`src/ckg_pkg.sv`:
```
// ----------------------------------------------------------------------------
// Shared constants for the clock generator control and status block.
// ----------------------------------------------------------------------------
package ckg_pkg;

    // ------------------------------------------------------------------------
    // Register byte addresses on the APB.
    // ------------------------------------------------------------------------
    localparam logic [7:0] CTRL_TWO_ADDR = 8'h00; // Control register two.
    localparam logic [7:0] STATUS_ONE_ADDR = 8'h04; // Status register one.
    localparam logic [7:0] MODE_CFG_ADDR = 8'h08; // Mode and detection setup.

    // ------------------------------------------------------------------------
    // Control register two field positions.
    // ------------------------------------------------------------------------
    localparam int LOCK_LOSS_SEL_BIT = 7; // Lock loss response select.
    localparam int MULT_LSB = 4; // Loop multiplier field, low bit.
    localparam int CLOCK_LOSS_SEL_BIT = 3; // Clock loss response select.
    localparam int DIV_LSB = 0; // Output divider field, low bit.

    // ------------------------------------------------------------------------
    // Status register one field positions.
    // ------------------------------------------------------------------------
    localparam int MODE_STATUS_LSB = 6; // Mode status field, low bit.
    localparam int REF_STATUS_BIT = 5; // Reference status.
    localparam int LOCK_LOSS_FLAG_BIT = 4; // Sticky lock loss flag.
    localparam int LOCK_BIT = 3; // Live lock state.
    localparam int CLOCK_LOSS_FLAG_BIT = 2; // Sticky clock loss flag.
    localparam int EXT_REF_OK_BIT = 1; // External reference valid.
    localparam int IRQ_FLAG_BIT = 0; // Interrupt flag.

    // ------------------------------------------------------------------------
    // Mode configuration register field positions.
    // ------------------------------------------------------------------------
    localparam int MODE_SEL_LSB = 0; // Mode select field, low bit.
    localparam int REF_SEL_BIT = 2; // 1 selects crystal, 0 external clock.
    localparam int LOSS_DIS_BIT = 3; // Clock loss detection disable.

    // ------------------------------------------------------------------------
    // Reset values.
    // ------------------------------------------------------------------------
    localparam logic [7:0] CTRL_TWO_RESET = 8'h00; // Control two after reset.
    localparam logic [7:0] MODE_CFG_RESET = 8'h00; // Self-clocked, detect on.

    // ------------------------------------------------------------------------
    // Clock modes as reported and selected.
    // ------------------------------------------------------------------------
    localparam logic [1:0] MODE_SELF = 2'h0; // Self-clocked.
    localparam logic [1:0] MODE_ENG_INT = 2'h1; // Loop engaged, internal ref.
    localparam logic [1:0] MODE_BYP_EXT = 2'h2; // Loop bypassed, external ref.
    localparam logic [1:0] MODE_ENG_EXT = 2'h3; // Loop engaged, external ref.

    // ------------------------------------------------------------------------
    // Timing.
    // ------------------------------------------------------------------------
    localparam int CLK_PERIOD_NS = 8; // Bus clock period at 125 MHz.
    localparam int FIELD_APPLY_NS = 64; // Least time to complete a field write.
    localparam int FIELD_APPLY_CYCLES = (FIELD_APPLY_NS + CLK_PERIOD_NS - 1) / CLK_PERIOD_NS;
    localparam int MODE_SYNC_STAGES = 2; // Stages the mode passes through.

    // Clearing sequence of the interrupt flag.
    typedef enum logic {
        CLR_IDLE,
        CLR_ARMED
    } ckg_clr_state_t;

endpackage

```
`src/ckg_field_apply.sv`:
```
`timescale 1ns/100ps
// ----------------------------------------------------------------------------
// Holds one control field and applies a new value only after a fixed
// completion time; writes arriving meanwhile are dropped.
// ----------------------------------------------------------------------------
module ckg_field_apply #(
    parameter int WIDTH = 3,
    parameter int CYCLES = ckg_pkg::FIELD_APPLY_CYCLES
) (
    input wire logic pclk, // Bus clock.
    input wire logic presetn, // Asynchronous reset, active low.
    input wire logic wr, // Write strobe for this field.
    input wire logic [WIDTH-1:0] wdata, // Value written.
    output logic [WIDTH-1:0] value, // Value now in effect.
    output logic [WIDTH-1:0] pend, // Value last accepted.
    output logic busy // A write is still completing.
);

    // Refuse settings the counter cannot hold.
    initial begin
        if (CYCLES < 1 || CYCLES > 255 || WIDTH < 1) begin
            $error("ckg_field_apply: bad parameters");
        end
    end

    // All state of this module.
    typedef struct packed {
        logic [WIDTH-1:0] value;
        logic [WIDTH-1:0] pend;
        logic [7:0] cnt;
    } ckg_fa_state_t;

    ckg_fa_state_t s_q; // Registered state.
    ckg_fa_state_t s_d; // Next state.

    // ------------------------------------------------------------------------
    // Next state.
    // ------------------------------------------------------------------------
    // A new value is taken only while no earlier one is completing.
    always_comb begin
        s_d = s_q;
        if (s_q.cnt != 8'h00) begin
            s_d.cnt = s_q.cnt - 8'h01;
            if (s_q.cnt == 8'h01) begin
                s_d.value = s_q.pend;
            end
        end else if (wr) begin
            s_d.pend = wdata;
            s_d.cnt = 8'(CYCLES);
        end
    end

    // Register the state.
    always_ff @(posedge pclk or negedge presetn) begin
        if (!presetn) begin
            s_q <= '0;
        end else begin
            s_q <= s_d;
        end
    end

    assign value = s_q.value;
    assign pend = s_q.pend;
    assign busy = (s_q.cnt != 8'h00);
endmodule

```
`src/ckg_ctrl.sv`:
```
// The implementer's own choices: the register addresses and the APB slave port.
`timescale 1ns/100ps
// ----------------------------------------------------------------------------
// Clock generator control and status, reached over APB.
// ----------------------------------------------------------------------------
module ckg_ctrl (
    input wire logic pclk, // Bus clock, 125 MHz.
    input wire logic presetn, // Asynchronous reset, active low.
    input wire logic psel, // APB select.
    input wire logic penable, // APB enable.
    input wire logic pwrite, // APB direction, 1 writes.
    input wire logic [7:0] paddr, // APB byte address.
    input wire logic [31:0] pwdata, // APB write data.
    output logic [31:0] prdata, // APB read data.
    output logic pready, // APB ready.
    output logic pslverr, // APB error on unmapped address.
    input wire logic loop_locked, // Loop reports lock.
    input wire logic clock_lost, // Loss of clock seen, one-cycle pulse.
    input wire logic ext_ref_ok, // External reference stable and fast enough.
    output logic [4:0] loop_multiplier_n, // Multiplication factor in effect.
    output logic [7:0] output_divider_r, // Division factor in effect.
    output logic [1:0] mode_status, // Clock mode in effect.
    output logic irq, // Interrupt request level.
    output logic reset_req // Reset request, one-cycle pulse.
);

    // ------------------------------------------------------------------------
    // State.
    // ------------------------------------------------------------------------
    typedef struct packed {
        logic lock_loss_sel; // Lock loss response select.
        logic clock_loss_sel; // Clock loss response select.
        logic [1:0] mode_select; // Requested clock mode.
        logic ref_sel; // Reference source select.
        logic loss_dis; // Clock loss detection disable.
        logic [ckg_pkg::MODE_SYNC_STAGES*2-1:0] mode_sync; // Mode crossing stages.
        logic lock_loss_flag; // Sticky lock loss.
        logic clock_loss_flag; // Sticky clock loss.
        logic irq_flag; // Interrupt pending.
        ckg_pkg::ckg_clr_state_t clr; // Clearing sequence state.
        logic locked_prev; // Lock seen last cycle.
        logic reset_req; // Reset request pulse.
        logic [7:0] rdata; // Read data.
        logic err; // Error answer.
    } ckg_state_t;

    ckg_state_t s_q; // Registered state.
    ckg_state_t s_d; // Next state.

    // ------------------------------------------------------------------------
    // Field applicators for the multiplier and divider.
    // ------------------------------------------------------------------------
    logic mult_wr; // Multiplier field write.
    logic div_wr; // Divider field write.
    logic [2:0] mult_code; // Multiplier code in effect.
    logic [2:0] div_code; // Divider code in effect.
    logic [2:0] mult_pend; // Multiplier code last accepted.
    logic [2:0] div_pend; // Divider code last accepted.
    logic mult_busy; // Multiplier write completing.
    logic div_busy; // Divider write completing.

    // Multiplier write ignored while busy.
    // field applicator
    ckg_field_apply #(.WIDTH(3), .CYCLES(ckg_pkg::FIELD_APPLY_CYCLES)) u_mult (
        .pclk(pclk),
        .presetn(presetn),
        .wr(mult_wr),
        .wdata(pwdata[ckg_pkg::MULT_LSB +: 3]),
        .value(mult_code),
        .pend(mult_pend),
        .busy(mult_busy)
    );

    // Divider write ignored while busy.
    // field applicator
    ckg_field_apply #(.WIDTH(3), .CYCLES(ckg_pkg::FIELD_APPLY_CYCLES)) u_div (
        .pclk(pclk),
        .presetn(presetn),
        .wr(div_wr),
        .wdata(pwdata[ckg_pkg::DIV_LSB +: 3]),
        .value(div_code),
        .pend(div_pend),
        .busy(div_busy)
    );

    // ------------------------------------------------------------------------
    // Decode.
    // ------------------------------------------------------------------------
    logic access; // Access phase; every access completes at once.
    logic setup; // Setup phase.
    logic hit_ctrl; // Control two addressed.
    logic hit_stat; // Status one addressed.
    logic hit_cfg; // Mode configuration addressed.
    logic engaged; // Loop engaged in the reported mode.
    logic lock_now; // Live lock state as reported.
    logic lock_loss_ev; // Unexpected loss of lock this cycle.
    logic clock_loss_ev; // Detected loss of clock this cycle.
    logic irq_ev; // New interrupt request this cycle.
    logic [7:0] stat_word; // Status register contents.
    logic [7:0] ctrl_word; // Control register contents.
    logic [7:0] cfg_word; // Configuration register contents.

    assign access = psel && penable;
    assign setup = psel && !penable;
    assign hit_ctrl = (paddr == ckg_pkg::CTRL_TWO_ADDR);
    assign hit_stat = (paddr == ckg_pkg::STATUS_ONE_ADDR);
    assign hit_cfg = (paddr == ckg_pkg::MODE_CFG_ADDR);
    assign mult_wr = access && pwrite && hit_ctrl;
    assign div_wr = access && pwrite && hit_ctrl;

    // Lock is only reported while the loop is engaged.
    // lock gated
    assign engaged = (s_q.mode_sync[1:0] == ckg_pkg::MODE_ENG_INT) ||
                     (s_q.mode_sync[1:0] == ckg_pkg::MODE_ENG_EXT);
    assign lock_now = loop_locked && engaged;

    // A fall of lock while engaged counts as an unexpected loss.
    assign lock_loss_ev = s_q.locked_prev && !loop_locked && engaged;

    // Clock loss is ignored while detection is disabled.
    // detection gate
    assign clock_loss_ev = clock_lost && !s_q.loss_dis;

    // A loss whose select is 0 raises an interrupt.
    // interrupt routing
    assign irq_ev = (lock_loss_ev && !s_q.lock_loss_sel) || (clock_loss_ev && !s_q.clock_loss_sel);

    // Status word assembly.
    // reference status
    always_comb begin
        stat_word = 8'h00;
        stat_word[ckg_pkg::MODE_STATUS_LSB +: 2] = s_q.mode_sync[1:0];
        stat_word[ckg_pkg::REF_STATUS_BIT] = s_q.ref_sel;
        stat_word[ckg_pkg::LOCK_LOSS_FLAG_BIT] = s_q.lock_loss_flag;
        stat_word[ckg_pkg::LOCK_BIT] = lock_now;
        stat_word[ckg_pkg::CLOCK_LOSS_FLAG_BIT] = s_q.clock_loss_flag;
        stat_word[ckg_pkg::EXT_REF_OK_BIT] = ext_ref_ok;
        stat_word[ckg_pkg::IRQ_FLAG_BIT] = s_q.irq_flag;
    end

    // Control and configuration word assembly; pending codes read back.
    always_comb begin
        ctrl_word = 8'h00;
        ctrl_word[ckg_pkg::LOCK_LOSS_SEL_BIT] = s_q.lock_loss_sel;
        ctrl_word[ckg_pkg::MULT_LSB +: 3] = mult_pend;
        ctrl_word[ckg_pkg::CLOCK_LOSS_SEL_BIT] = s_q.clock_loss_sel;
        ctrl_word[ckg_pkg::DIV_LSB +: 3] = div_pend;
        cfg_word = 8'h00;
        cfg_word[ckg_pkg::MODE_SEL_LSB +: 2] = s_q.mode_select;
        cfg_word[ckg_pkg::REF_SEL_BIT] = s_q.ref_sel;
        cfg_word[ckg_pkg::LOSS_DIS_BIT] = s_q.loss_dis;
    end

    // ------------------------------------------------------------------------
    // Next state.
    // ------------------------------------------------------------------------
    always_comb begin
        s_d = s_q;
        s_d.locked_prev = loop_locked;
        s_d.reset_req = 1'b0;
        s_d.err = 1'b0;

        // Read data is captured in the setup phase.
        if (setup) begin
            if (hit_ctrl) begin
                s_d.rdata = ctrl_word;
            end else if (hit_stat) begin
                s_d.rdata = stat_word;
            end else if (hit_cfg) begin
                s_d.rdata = cfg_word;
            end else begin
                s_d.rdata = 8'h00;
                s_d.err = 1'b1;
            end
        end

        // Mode passes through synchronising stages before it is reported.
        // mode crossing
        s_d.mode_sync = {s_q.mode_select, s_q.mode_sync[ckg_pkg::MODE_SYNC_STAGES*2-1:2]};

        // Register writes.
        if (access && pwrite) begin
            if (hit_ctrl) begin
                s_d.lock_loss_sel = pwdata[ckg_pkg::LOCK_LOSS_SEL_BIT];
                s_d.clock_loss_sel = pwdata[ckg_pkg::CLOCK_LOSS_SEL_BIT];
            end else if (hit_cfg) begin
                s_d.mode_select = pwdata[ckg_pkg::MODE_SEL_LSB +: 2];
                s_d.ref_sel = pwdata[ckg_pkg::REF_SEL_BIT];
                s_d.loss_dis = pwdata[ckg_pkg::LOSS_DIS_BIT];
            end else if (hit_stat) begin
                // Loss flags clear on a one written.
                if (pwdata[ckg_pkg::LOCK_LOSS_FLAG_BIT]) begin
                    s_d.lock_loss_flag = 1'b0;
                end
                if (pwdata[ckg_pkg::CLOCK_LOSS_FLAG_BIT]) begin
                    s_d.clock_loss_flag = 1'b0;
                end
                // A one after an armed read clears; a zero does nothing.
                // zero ignored
                if (pwdata[ckg_pkg::IRQ_FLAG_BIT] && s_q.clr == ckg_pkg::CLR_ARMED) begin
                    s_d.irq_flag = 1'b0;
                    s_d.clr = ckg_pkg::CLR_IDLE;
                end
            end
        end

        // Reading status with the flag set arms the clear.
        if (access && !pwrite && hit_stat && s_q.irq_flag) begin
            s_d.clr = ckg_pkg::CLR_ARMED;
        end

        // Loss events set the sticky flags; set wins over clear.
        // lock loss sticky
        if (lock_loss_ev) begin
            s_d.lock_loss_flag = 1'b1;
        end
        if (clock_loss_ev) begin
            s_d.clock_loss_flag = 1'b1;
        end

        // Select bits choose reset or interrupt for a fresh flag.
        // lock response
        if ((lock_loss_ev && s_q.lock_loss_sel) || (clock_loss_ev && s_q.clock_loss_sel)) begin
            s_d.reset_req = 1'b1;
        end

        // A new interrupt sets the flag and restarts the clear.
        // flag pending
        if (irq_ev) begin
            s_d.irq_flag = 1'b1;
            s_d.clr = ckg_pkg::CLR_IDLE;
        end
    end

    // Register the state.
    always_ff @(posedge pclk or negedge presetn) begin
        if (!presetn) begin
            s_q <= '0;
            s_q.lock_loss_sel <= ckg_pkg::CTRL_TWO_RESET[ckg_pkg::LOCK_LOSS_SEL_BIT];
            s_q.clock_loss_sel <= ckg_pkg::CTRL_TWO_RESET[ckg_pkg::CLOCK_LOSS_SEL_BIT];
            s_q.mode_select <= ckg_pkg::MODE_CFG_RESET[ckg_pkg::MODE_SEL_LSB +: 2];
            s_q.ref_sel <= ckg_pkg::MODE_CFG_RESET[ckg_pkg::REF_SEL_BIT];
            s_q.loss_dis <= ckg_pkg::MODE_CFG_RESET[ckg_pkg::LOSS_DIS_BIT];
        end else begin
            s_q <= s_d;
        end
    end

    // ------------------------------------------------------------------------
    // Outputs.
    // ------------------------------------------------------------------------
    // Multiplier decode; the unused top code repeats the largest factor.
    // multiplier decode
    always_comb begin
        case (mult_code)
            3'h6: loop_multiplier_n = 5'h12;
            3'h7: loop_multiplier_n = 5'h12;
            default: loop_multiplier_n = 5'(({2'h0, mult_code} << 1) + 5'h04);
        endcase
    end

    // Divider is a power of two.
    // divider decode
    assign output_divider_r = 8'h01 << div_code;

    // Mode status is the last synchronising stage.
    // mode report
    assign mode_status = s_q.mode_sync[1:0];
    assign irq = s_q.irq_flag;
    assign reset_req = s_q.reset_req;
    assign prdata = {24'h000000, s_q.rdata};
    assign pready = 1'b1;
    assign pslverr = access && s_q.err;
endmodule

```
`config.mk`:
```
export PLATFORM = sky130hd
export DESIGN_NAME = ckg_ctrl
export DESIGN_NICKNAME = d
export VERILOG_FILES = /design/src/ckg_pkg.sv /design/src/ckg_field_apply.sv /design/src/ckg_ctrl.sv
export SDC_FILE = /design/constraint.sdc
export NUM_CORES = 1
export LEC_CHECK = 0
export ABC_AREA = 1
export BUFFER_PORTS_ARGS = -buffer_cell sky130_fd_sc_hd__buf_2
export CORE_UTILIZATION = 40
export DETAILED_ROUTE_END_ITERATION = 8
export MAX_ROUTING_LAYER = met4
export PLACE_DENSITY = 0.76
export SLEW_MARGIN = 10
export SYNTH_ARGS = -nofsm -noshare
export SYNTH_HDL_FRONTEND = slang
export SYNTH_SLANG_ARGS = --single-unit
```
`constraint.sdc`:
```
create_clock -name pclk -period 1.7 [get_ports pclk]
set_input_delay 0.34 -clock pclk [delete_from_list [all_inputs] [get_ports pclk]]
set_output_delay 0.34 -clock pclk [all_outputs]
set_load 0.1 [all_outputs]
```
* Word level (Yosys, flattened, before mapping)
Cells that the tools add are included.
** Storage, ports and cells
- Logic and storage cells :: 121
- Output and inout port bits :: 51
- Register bits :: 53
** Operators by class
- $add $sub $neg :: 3
- Eq/ne operators :: 16
- Reduce and logical (&&, ||, !) cells :: 54
- Bitwise operators :: 3
- Shift operators :: 1
- Mux-type cells :: 24
** Operators by type and width (number)
- 8-bit 2-to-1 mux :: 6
- 2-bit nonzero test :: 11
- 4-bit 2-to-1 mux :: 5
- 5-bit AND reduction :: 4
- 1-bit logical AND :: 17
- 8-bit by 1-bit equality test with 1-bit output (second input constant) :: 2
- 8-bit nonzero test :: 2
- 8-bit by 1-bit subtractor with 8-bit output (second input constant) :: 2
- 2-bit by 1-bit inequality test with 1-bit output (second input constant) :: 6
- 1-bit 2-to-1 mux :: 10
- 2-bit AND reduction :: 5
- 3-bit nonzero test :: 3
- 8-bit by 3-bit equality test with 1-bit output (second input constant) :: 1
- 8-bit by 4-bit equality test with 1-bit output (second input constant) :: 1
- 8-bit logical NOT :: 1
- 1-bit by 3-bit left shift with 8-bit output (first input constant) :: 1
- 3-bit equality test (second input constant) :: 2
- 1-bit logical NOT :: 6
- 3-bit by 1-bit inequality test with 1-bit output (second input constant) :: 2
- 4-bit by 3-bit adder with 5-bit output (second input constant) :: 1
- 5-bit 2-to-1 mux :: 1
- 2-bit 2-to-1 mux :: 2
- 1-bit logical OR :: 3
- 1-bit inverter :: 3
- 4 further kinds :: 4

* Longest topological paths before layout
Gate-level depths: netlist of the first run.
- Depth after elaboration :: 8
- Mapped depth :: 9

* Hierarchy
Synthesis of the first run repeated with hierarchy kept, for this count alone.
** Second synthesis, totals
- Cell total of the unflattened synthesis :: 419
- Area, all modules :: 3258.1 µm²
** By module, submodules not included
- ckg_ctrl :: cells each 215, instances 1, area an instance 1676.6 µm², sequential area each 625.6 µm²
- ckg_field_apply :: cells each 102, instances 2, area an instance 790.8 µm², sequential area each 350.3 µm²

* Worst setup path after synthesis of the first run
Ideal clock, no wire load.
- Path kind :: flip-flop to output port
- Start :: reg u_div.s_q, in the netlist u_div.value[0]
- End :: out output_divider_r[7]
- Cell stages (with the launch flop) :: 3
- Required time :: 1360 ps
- Slack :: -1199 ps
- Data arrival time :: 2559 ps
- Cell sequence :: dfrtp_1 > inv_1 > nor3_1
** On the way
- Word-level cells in the longest chain between the ends :: 1
** RTL lines
- start, declared :: line ckg_field_apply.sv:33 : ckg_fa_state_t s_q;
- start signal, assigned :: line ckg_field_apply.sv:56 : s_q <= '0;
- start signal, assigned :: line ckg_field_apply.sv:58 : s_q <= s_d;
- 1-bit by 3-bit left shift with 8-bit output :: line ckg_ctrl.sv:264 : assign output_divider_r = 8'h01 << div_code;
- end, declared :: line ckg_ctrl.sv:21 : output logic [7:0] output_divider_r,
Every way passes these cells.

* Worst setup path after layout of the first run
- Start :: reg u_div.s_q, in the netlist u_div.value[0]
- End :: out output_divider_r[0]
The elaborated chain is that of the path after synthesis.

==> results of run 1 <==
-- Yosys cell counts, drive strengths merged, types with 2 or more instances --
cell,n,area (sq um)
nand4,2,12.51
a21oi,12,60.06
nand3,25,147.7
nand3b,2,15.01
nor3,10,50.05
ha,7,87.58
conb,2,7.510
buf,39,296.5
nand2,84,327.8
nor2,43,219.0
dfrtp,53,1326
o21ai,21,105.1
inv,42,157.6
or2,4,25.02
xor2,7,61.31
-- cell families after synthesis --
family | count (synthesis)
adder cells (fa/ha/maj) | 7
AO/OA/AOI/OAI | 35
buffers and inverters | 81
XOR/XNOR | 8
other | 2
flip-flops | 53
AND/OR/NAND/NOR | 172
-- worst max path at each step --
stage | from | end | depth (start not counted)
finish | u_div.value[0] | output_divider_r[0] | 3
global route | u_div.value[0] | output_divider_r[6] | 3
CTS | u_div.value[1] | output_divider_r[1] | 3
detailed placement | u_mult.s_q[0] | u_mult.value[2] | 6
global placement | paddr[7] | s_q[11] | 7
floorplan | u_div.value[2] | output_divider_r[5] | 2
-- worst register-to-register path, delay by kind of cell, from the launching register on --
| kind | cells | cell delay [ns] |
|---|---|---|
| AO/OA/AOI/OAI | 1 | 0.08 |
| flip-flops | 1 | 0.42 |
| buffers and inverters | 3 | 0.40 |
| adder cells (fa/ha/maj) | 1 | 0.25 |
| AND/OR/NAND/NOR | 3 | 0.28 |
-- metrics by stage --
step | setup slack, ns | total power (uW)
floorplan | -0.1461 | 2755
CTS | 0.009969 | 3709
finish | 0.03737 | 3703
global route | -0.007530 | 3967
detailed placement | 0.1391 | 2951
global placement | 0.2005 | 2898
-- where the power goes --
group	leakage [uW]	internal, uW	total [uW]	switching (uW)
sequential	0.000678	1480	1670	195
combinational	0.00112	383	1290	909
clock	0.0000445	332	741	409
-- registers in the layout, indices dropped and copies added (netlist names), 3 cells and up --
register	flops
prdata	8
u_div.s_q	8
u_mult.s_q	8
s_q	5
cfg_word	4
u_div.pend	3
u_div.value	3
u_mult.pend	3
u_mult.value	3
-- layer usage --
layer	wire [um]	vias up	part of all wire	GRT usage
li1	-	1172	-	-
met1	2623	1114	0.44	0.1966
met2	3019	52	0.50	0.3080
met3	274	8	0.046	0.04430
met4	72	0	0.012	0.04471
met5	0	-	0	-
-- final cells by class --
cell class / instances / area, sq um / share of cell area
tap: 96 / 120.1 / 0.03313
clock buffer: 7 / 86.33 / 0.02381
antenna: 1 / 2.502 / 0.0006901
multi-input combinational: 248 / 1379 / 0.3803
timing repair buffer: 60 / 541.8 / 0.1494
sequential: 53 / 1331 / 0.3672
clock inverter: 1 / 7.507 / 0.002070
inverter: 42 / 157.7 / 0.04348
-- what timing repair did --
item                                    4_1_cts  5_1_grt
endpoints found under the setup margin        5        8
resized for setup                             5        2
pin swaps                                     1        4
buffers inserted                              5        1
hold buffers                                  0        0
==> metrics.txt, run 1 <==
CP Capture Type output pin; Yosys reg bits 53; Die W 87.81 um; TritonRoute pass-1 iters 4; Setup Skew 0.006693 ns; Layout fillers 656; final wirelength 5990 um; Post-Synth Adder-Cell Area 0.02974; GRT overflow 0; worst skew pair latency 0.31 ns; ys flop type dfrtp_1; delay of the slowest cell on the worst path 0.41 ns; CP cell instances buf_4 > nor3_4 > buf_12; CTS root buf clkbuf_8; row count 30; clk buf depth 2; leakage 0.001841 uW; final std cells w/o fill 508; syn_area_per_cell 8.227 sq um; unrepaired setup endpoints after global routing yes; placed cell area 3456 sq um; Synth Cell Area 2945 sq um; TritonCTS Buffers 5; largest family of logic cells by synthesized area simple AND/OR/NAND/NOR gates; placed wire-length estimate 4483 um; CP Buf/Inv Count 2; most frequent cells in the layout 79 x nand2_1, 49 x dfrtp_1, 40 x inv_1, 35 x buf_2, 31 x nor2_1; Peak VDD IR 0.4634 mV; Gate Count Post-Synth 358; Seq/Total Area, Yosys 0.4503; ANT nets after route 0; initial antenna violation count 1; Crit Path Class reg -> out; final hold violation count 2; status complete, but fails checks; Iteration-0 DRC Markers 97; via count 2346; R2R Setup Slk 0.16 ns; async set or reset register ratio after synthesis 1.000; Synth cell types 29; YS warnings 0; Final setup viols 0; first-pass GRT wire length 9894 um; DR DRC count 0; CTS tree yes; Tcrit/Tclk final 0.9780; layout cells sized above 1 0.2603; CP required 1.36 ns; # IOs 99; family with the most delay on the worst path flip-flops; Final Util 0.5222; Post-synth EDFFs 0; Synth Area in Simple Gates 0.2787; Slew Viols, Final 0; CTS Sinks 53; failing checks hold timing; Compound-Gate Fraction of Synth Area 0.06075; number of global-route vias before repair 2231; Worst EP arrival 1.32 ns; Worst setup SP type flip-flop; H-tree levels 2; Max Cap Viol 0; fmax 601.5 MHz; worst min path class in -> async; CORE AREA 6944 sq um; reg2reg end u_mult.s_q[3]; gr usage total 0.1747; WL/cell 11.79 um; Final GP Congestion 0.8421; port buffer count 48; Initial Util 0.4241; Max FO, Critical Path 5; Pwr per Cell Area 1021 nW/um^2; worst hold slack -0.001284 ns; P&R area growth vs syn 23.11%; cells on worst reg2reg path 8; post-synthesis mux area share 0; Die Height 87.81 um; largest net degree at the start of global routing 54; Die ar. 7711 sq um; Slowest cell on crit path dfrtp_2; final period demand of the worst path 1.663 ns; commonest non-fill, non-tap cell in the layout nand2_1; RR Startpoint u_mult.s_q[0]; vias per cell 4.618; Design Area, Final 3626 sq um; placed cell count 493; Final nets 465; XOR/XNOR Fraction of Synth Area 0.02379; Worst-path clk slew 0.09 ns; setup TNS 0 ns
Note: power is estimated with default switching activity, not from simulation.
==> run 2: changes to the inputs <==
--- a/config.mk
+++ b/config.mk
@@ -7,10 +7,10 @@
 export LEC_CHECK = 0
 export ABC_AREA = 1
 export BUFFER_PORTS_ARGS = -buffer_cell sky130_fd_sc_hd__buf_2
-export CORE_UTILIZATION = 40
+export CORE_UTILIZATION = 46
 export DETAILED_ROUTE_END_ITERATION = 8
 export MAX_ROUTING_LAYER = met4
-export PLACE_DENSITY = 0.76
+export PLACE_DENSITY = 0.84
 export SLEW_MARGIN = 10
 export SYNTH_ARGS = -nofsm -noshare
 export SYNTH_HDL_FRONTEND = slang
==> metrics.txt, run 2 (same netlist as run 1, synthesis figures left out) <==
status finished clean (was complete, but fails checks); CTS root buf clkbuf_8 (unchanged); Peak VDD IR 0.5297 mV (was 0.4634 mV); RR Startpoint u_mult.s_q[0] (unchanged); R2R Setup Slk 0.13 ns (was 0.16 ns); setup TNS 0 ns (unchanged); DR DRC count 0 (unchanged); H-tree levels 2 (unchanged); worst min path class in -> reg (was in -> async); Hold Startpoint loop_locked; ANT nets after route 0 (unchanged); placed wire-length estimate 4736 um (was 4483 um); Worst-path clk slew 0.09 ns (about the same); Final nets 466 (was 465); Final Util 0.5981 (was 0.5222); via count 2394 (was 2346); Worst EP arrival 1.33 ns (was 1.32 ns); cells on worst reg2reg path 6 (was 8); initial antenna violation count 0 (was 1); port buffer count 48 (unchanged); P&R area growth vs syn 23.07% (was 23.11%); worst hold path endpoint s_q[10]; WL/cell 12.57 um (was 11.79 um); Crit Path Class reg -> out (unchanged); CTS tree yes (unchanged); Die ar. 6726 sq um (was 7711 sq um); Die W 82.02 um (was 87.81 um); CORE AREA 6061 sq um (was 6944 sq um); GRT overflow 0 (unchanged); Pwr per Cell Area 1067 nW/um^2 (was 1021 nW/um^2); Initial Util 0.4860 (was 0.4241); final wirelength 6123 um (was 5990 um); row count 28 (was 30); final hold violation count 0 (was 2); final std cells w/o fill 487 (was 508); reg2reg end u_mult.value[2] (was u_mult.s_q[3]); Slowest cell on crit path dfrtp_2 (unchanged); number of global-route vias before repair 2290 (was 2231); worst hold slack 0.1516 ns (was -0.001284 ns); Max FO, Critical Path 2 (was 5); gr usage total 0.2073 (was 0.1747); TritonCTS Buffers 5 (unchanged); WHS Path Cells 1; layout cells sized above 1 0.2646 (was 0.2603); TritonRoute pass-1 iters 4 (unchanged); clk buf depth 2 (unchanged); unrepaired setup endpoints after global routing yes (unchanged); leakage 0.001851 uW (was 0.001841 uW); final worst slack 0.02730 ns (was 0.03737 ns); # IOs 99 (unchanged); CTS Sinks 53 (unchanged); Final setup viols 0 (unchanged); CP Capture Type output pin (unchanged); Die Height 82.02 um (was 87.81 um); CP cell instances ha_4 > buf_12 > nor2_4 > buf_12 (was buf_4 > nor3_4 > buf_12); Tcrit/Tclk final 0.9839 (was 0.9780); most frequent CP cell buf_12; first-pass GRT wire length 10170 um (was 9894 um); Slew Viols, Final 0 (unchanged); Iteration-0 DRC Markers 184 (was 97); Max Cap Viol 0 (unchanged); vias per cell 4.916 (was 4.618); commonest non-fill, non-tap cell in the layout nand2_1 (unchanged); final period demand of the worst path 1.673 ns (was 1.663 ns); placed cell count 475 (was 493); fmax 597.8 MHz (was 601.5 MHz); Setup Skew 0.004073 ns (was 0.006693 ns); pre-CTS WS 0.1232 ns (was 0.1391 ns); worst skew pair latency 0.31 ns (about the same); most frequent cells in the layout 79 x nand2_1, 49 x dfrtp_1, 39 x inv_1, 35 x buf_2, 31 x nor2_1 (was 79 x nand2_1, 49 x dfrtp_1, 40 x inv_1, 35 x buf_2, 31 x nor2_1); Final GP Congestion 0.8320 (was 0.8421); CP required 1.36 ns (about the same); # diodes 0 (was 1); Worst setup SP type flip-flop (unchanged); delay of the slowest cell on the worst path 0.44 ns (was 0.41 ns); largest net degree at the start of global routing 21 (was 54)
## run 2: changes by cell type in the layout (fill, tap and decap cells not counted), sizes merged
cell,delta
clkbuf,-1
dlygate4sd3,+1
diode,-1
bufinv,+1
## run 2: how the worst max path moves through the flow
stage / from / end / slack, ns / cells past startpoint
final: u_mult.value[1] / loop_multiplier_n[2] / 0.03 / 4
after global routing: u_div.value[2] / output_divider_r[1] / -0.008 / 3
after CTS: u_mult.value[1] / loop_multiplier_n[1] / 0.003 / 3
after detailed placement: u_mult.s_q[0] / u_mult.value[2] / 0.12 / 6
after global placement: u_mult.value[1] / loop_multiplier_n[1] / 0.20 / 3
after floorplan: u_div.value[2] / output_divider_r[5] / -0.15 / 2
## run 2: through the flow
step                instance area, sq um  power, uW
global route                        3625       4123
detailed placement                  3440       2967
global placement                    3440       2892
finish                              3625       3868
floorplan                           3154       2755
CTS                                 3601       3872
## run 2: where the power goes
part | switching, uW | internal [uW]
Clock | 426 | 479
Combinational | 921 | 373
Sequential | 194 | 1480
## run 2: final cells by class
| cell class | count | area [sq um] |
|---|---|---|
| clock buffers | 6 | 82.58 |
| clock inverters | 2 | 37.54 |
| fillers | 506 | 2436 |
| inverters | 42 | 157.7 |
| multi-input cells | 248 | 1370 |
| flip-flops and latches | 53 | 1331 |
| well taps | 75 | 93.84 |
| repair buffers | 61 | 551.8 |
## run 2: timing repair
item                       4_1_cts  5_1_grt
hold buffers                     1        0
setup endpoints to repair        5        8
pin swaps                        1        3
setup buffers                    2        1
gates resized for setup          5        2
hold endpoints to repair         6        0
## run 2: worst max-delay path, delay by kind of cell (launching register included)
kind,cells,cell delay (ns)
and+or+nand+nor,1,0.10
buffers and inverters,2,0.30
DFF,1,0.44
adders and majority gates,1,0.17
## run 2: routing by layer
layer	GRT usage	part of all wire	routed length, um	up-vias
met5	-	0	0	-
met4	0.06316	0.021	127	0
met3	0.04444	0.048	295	14
met2	0.3479	0.51	3142	72
met1	0.2489	0.42	2558	1144
li1	-	-	-	1164
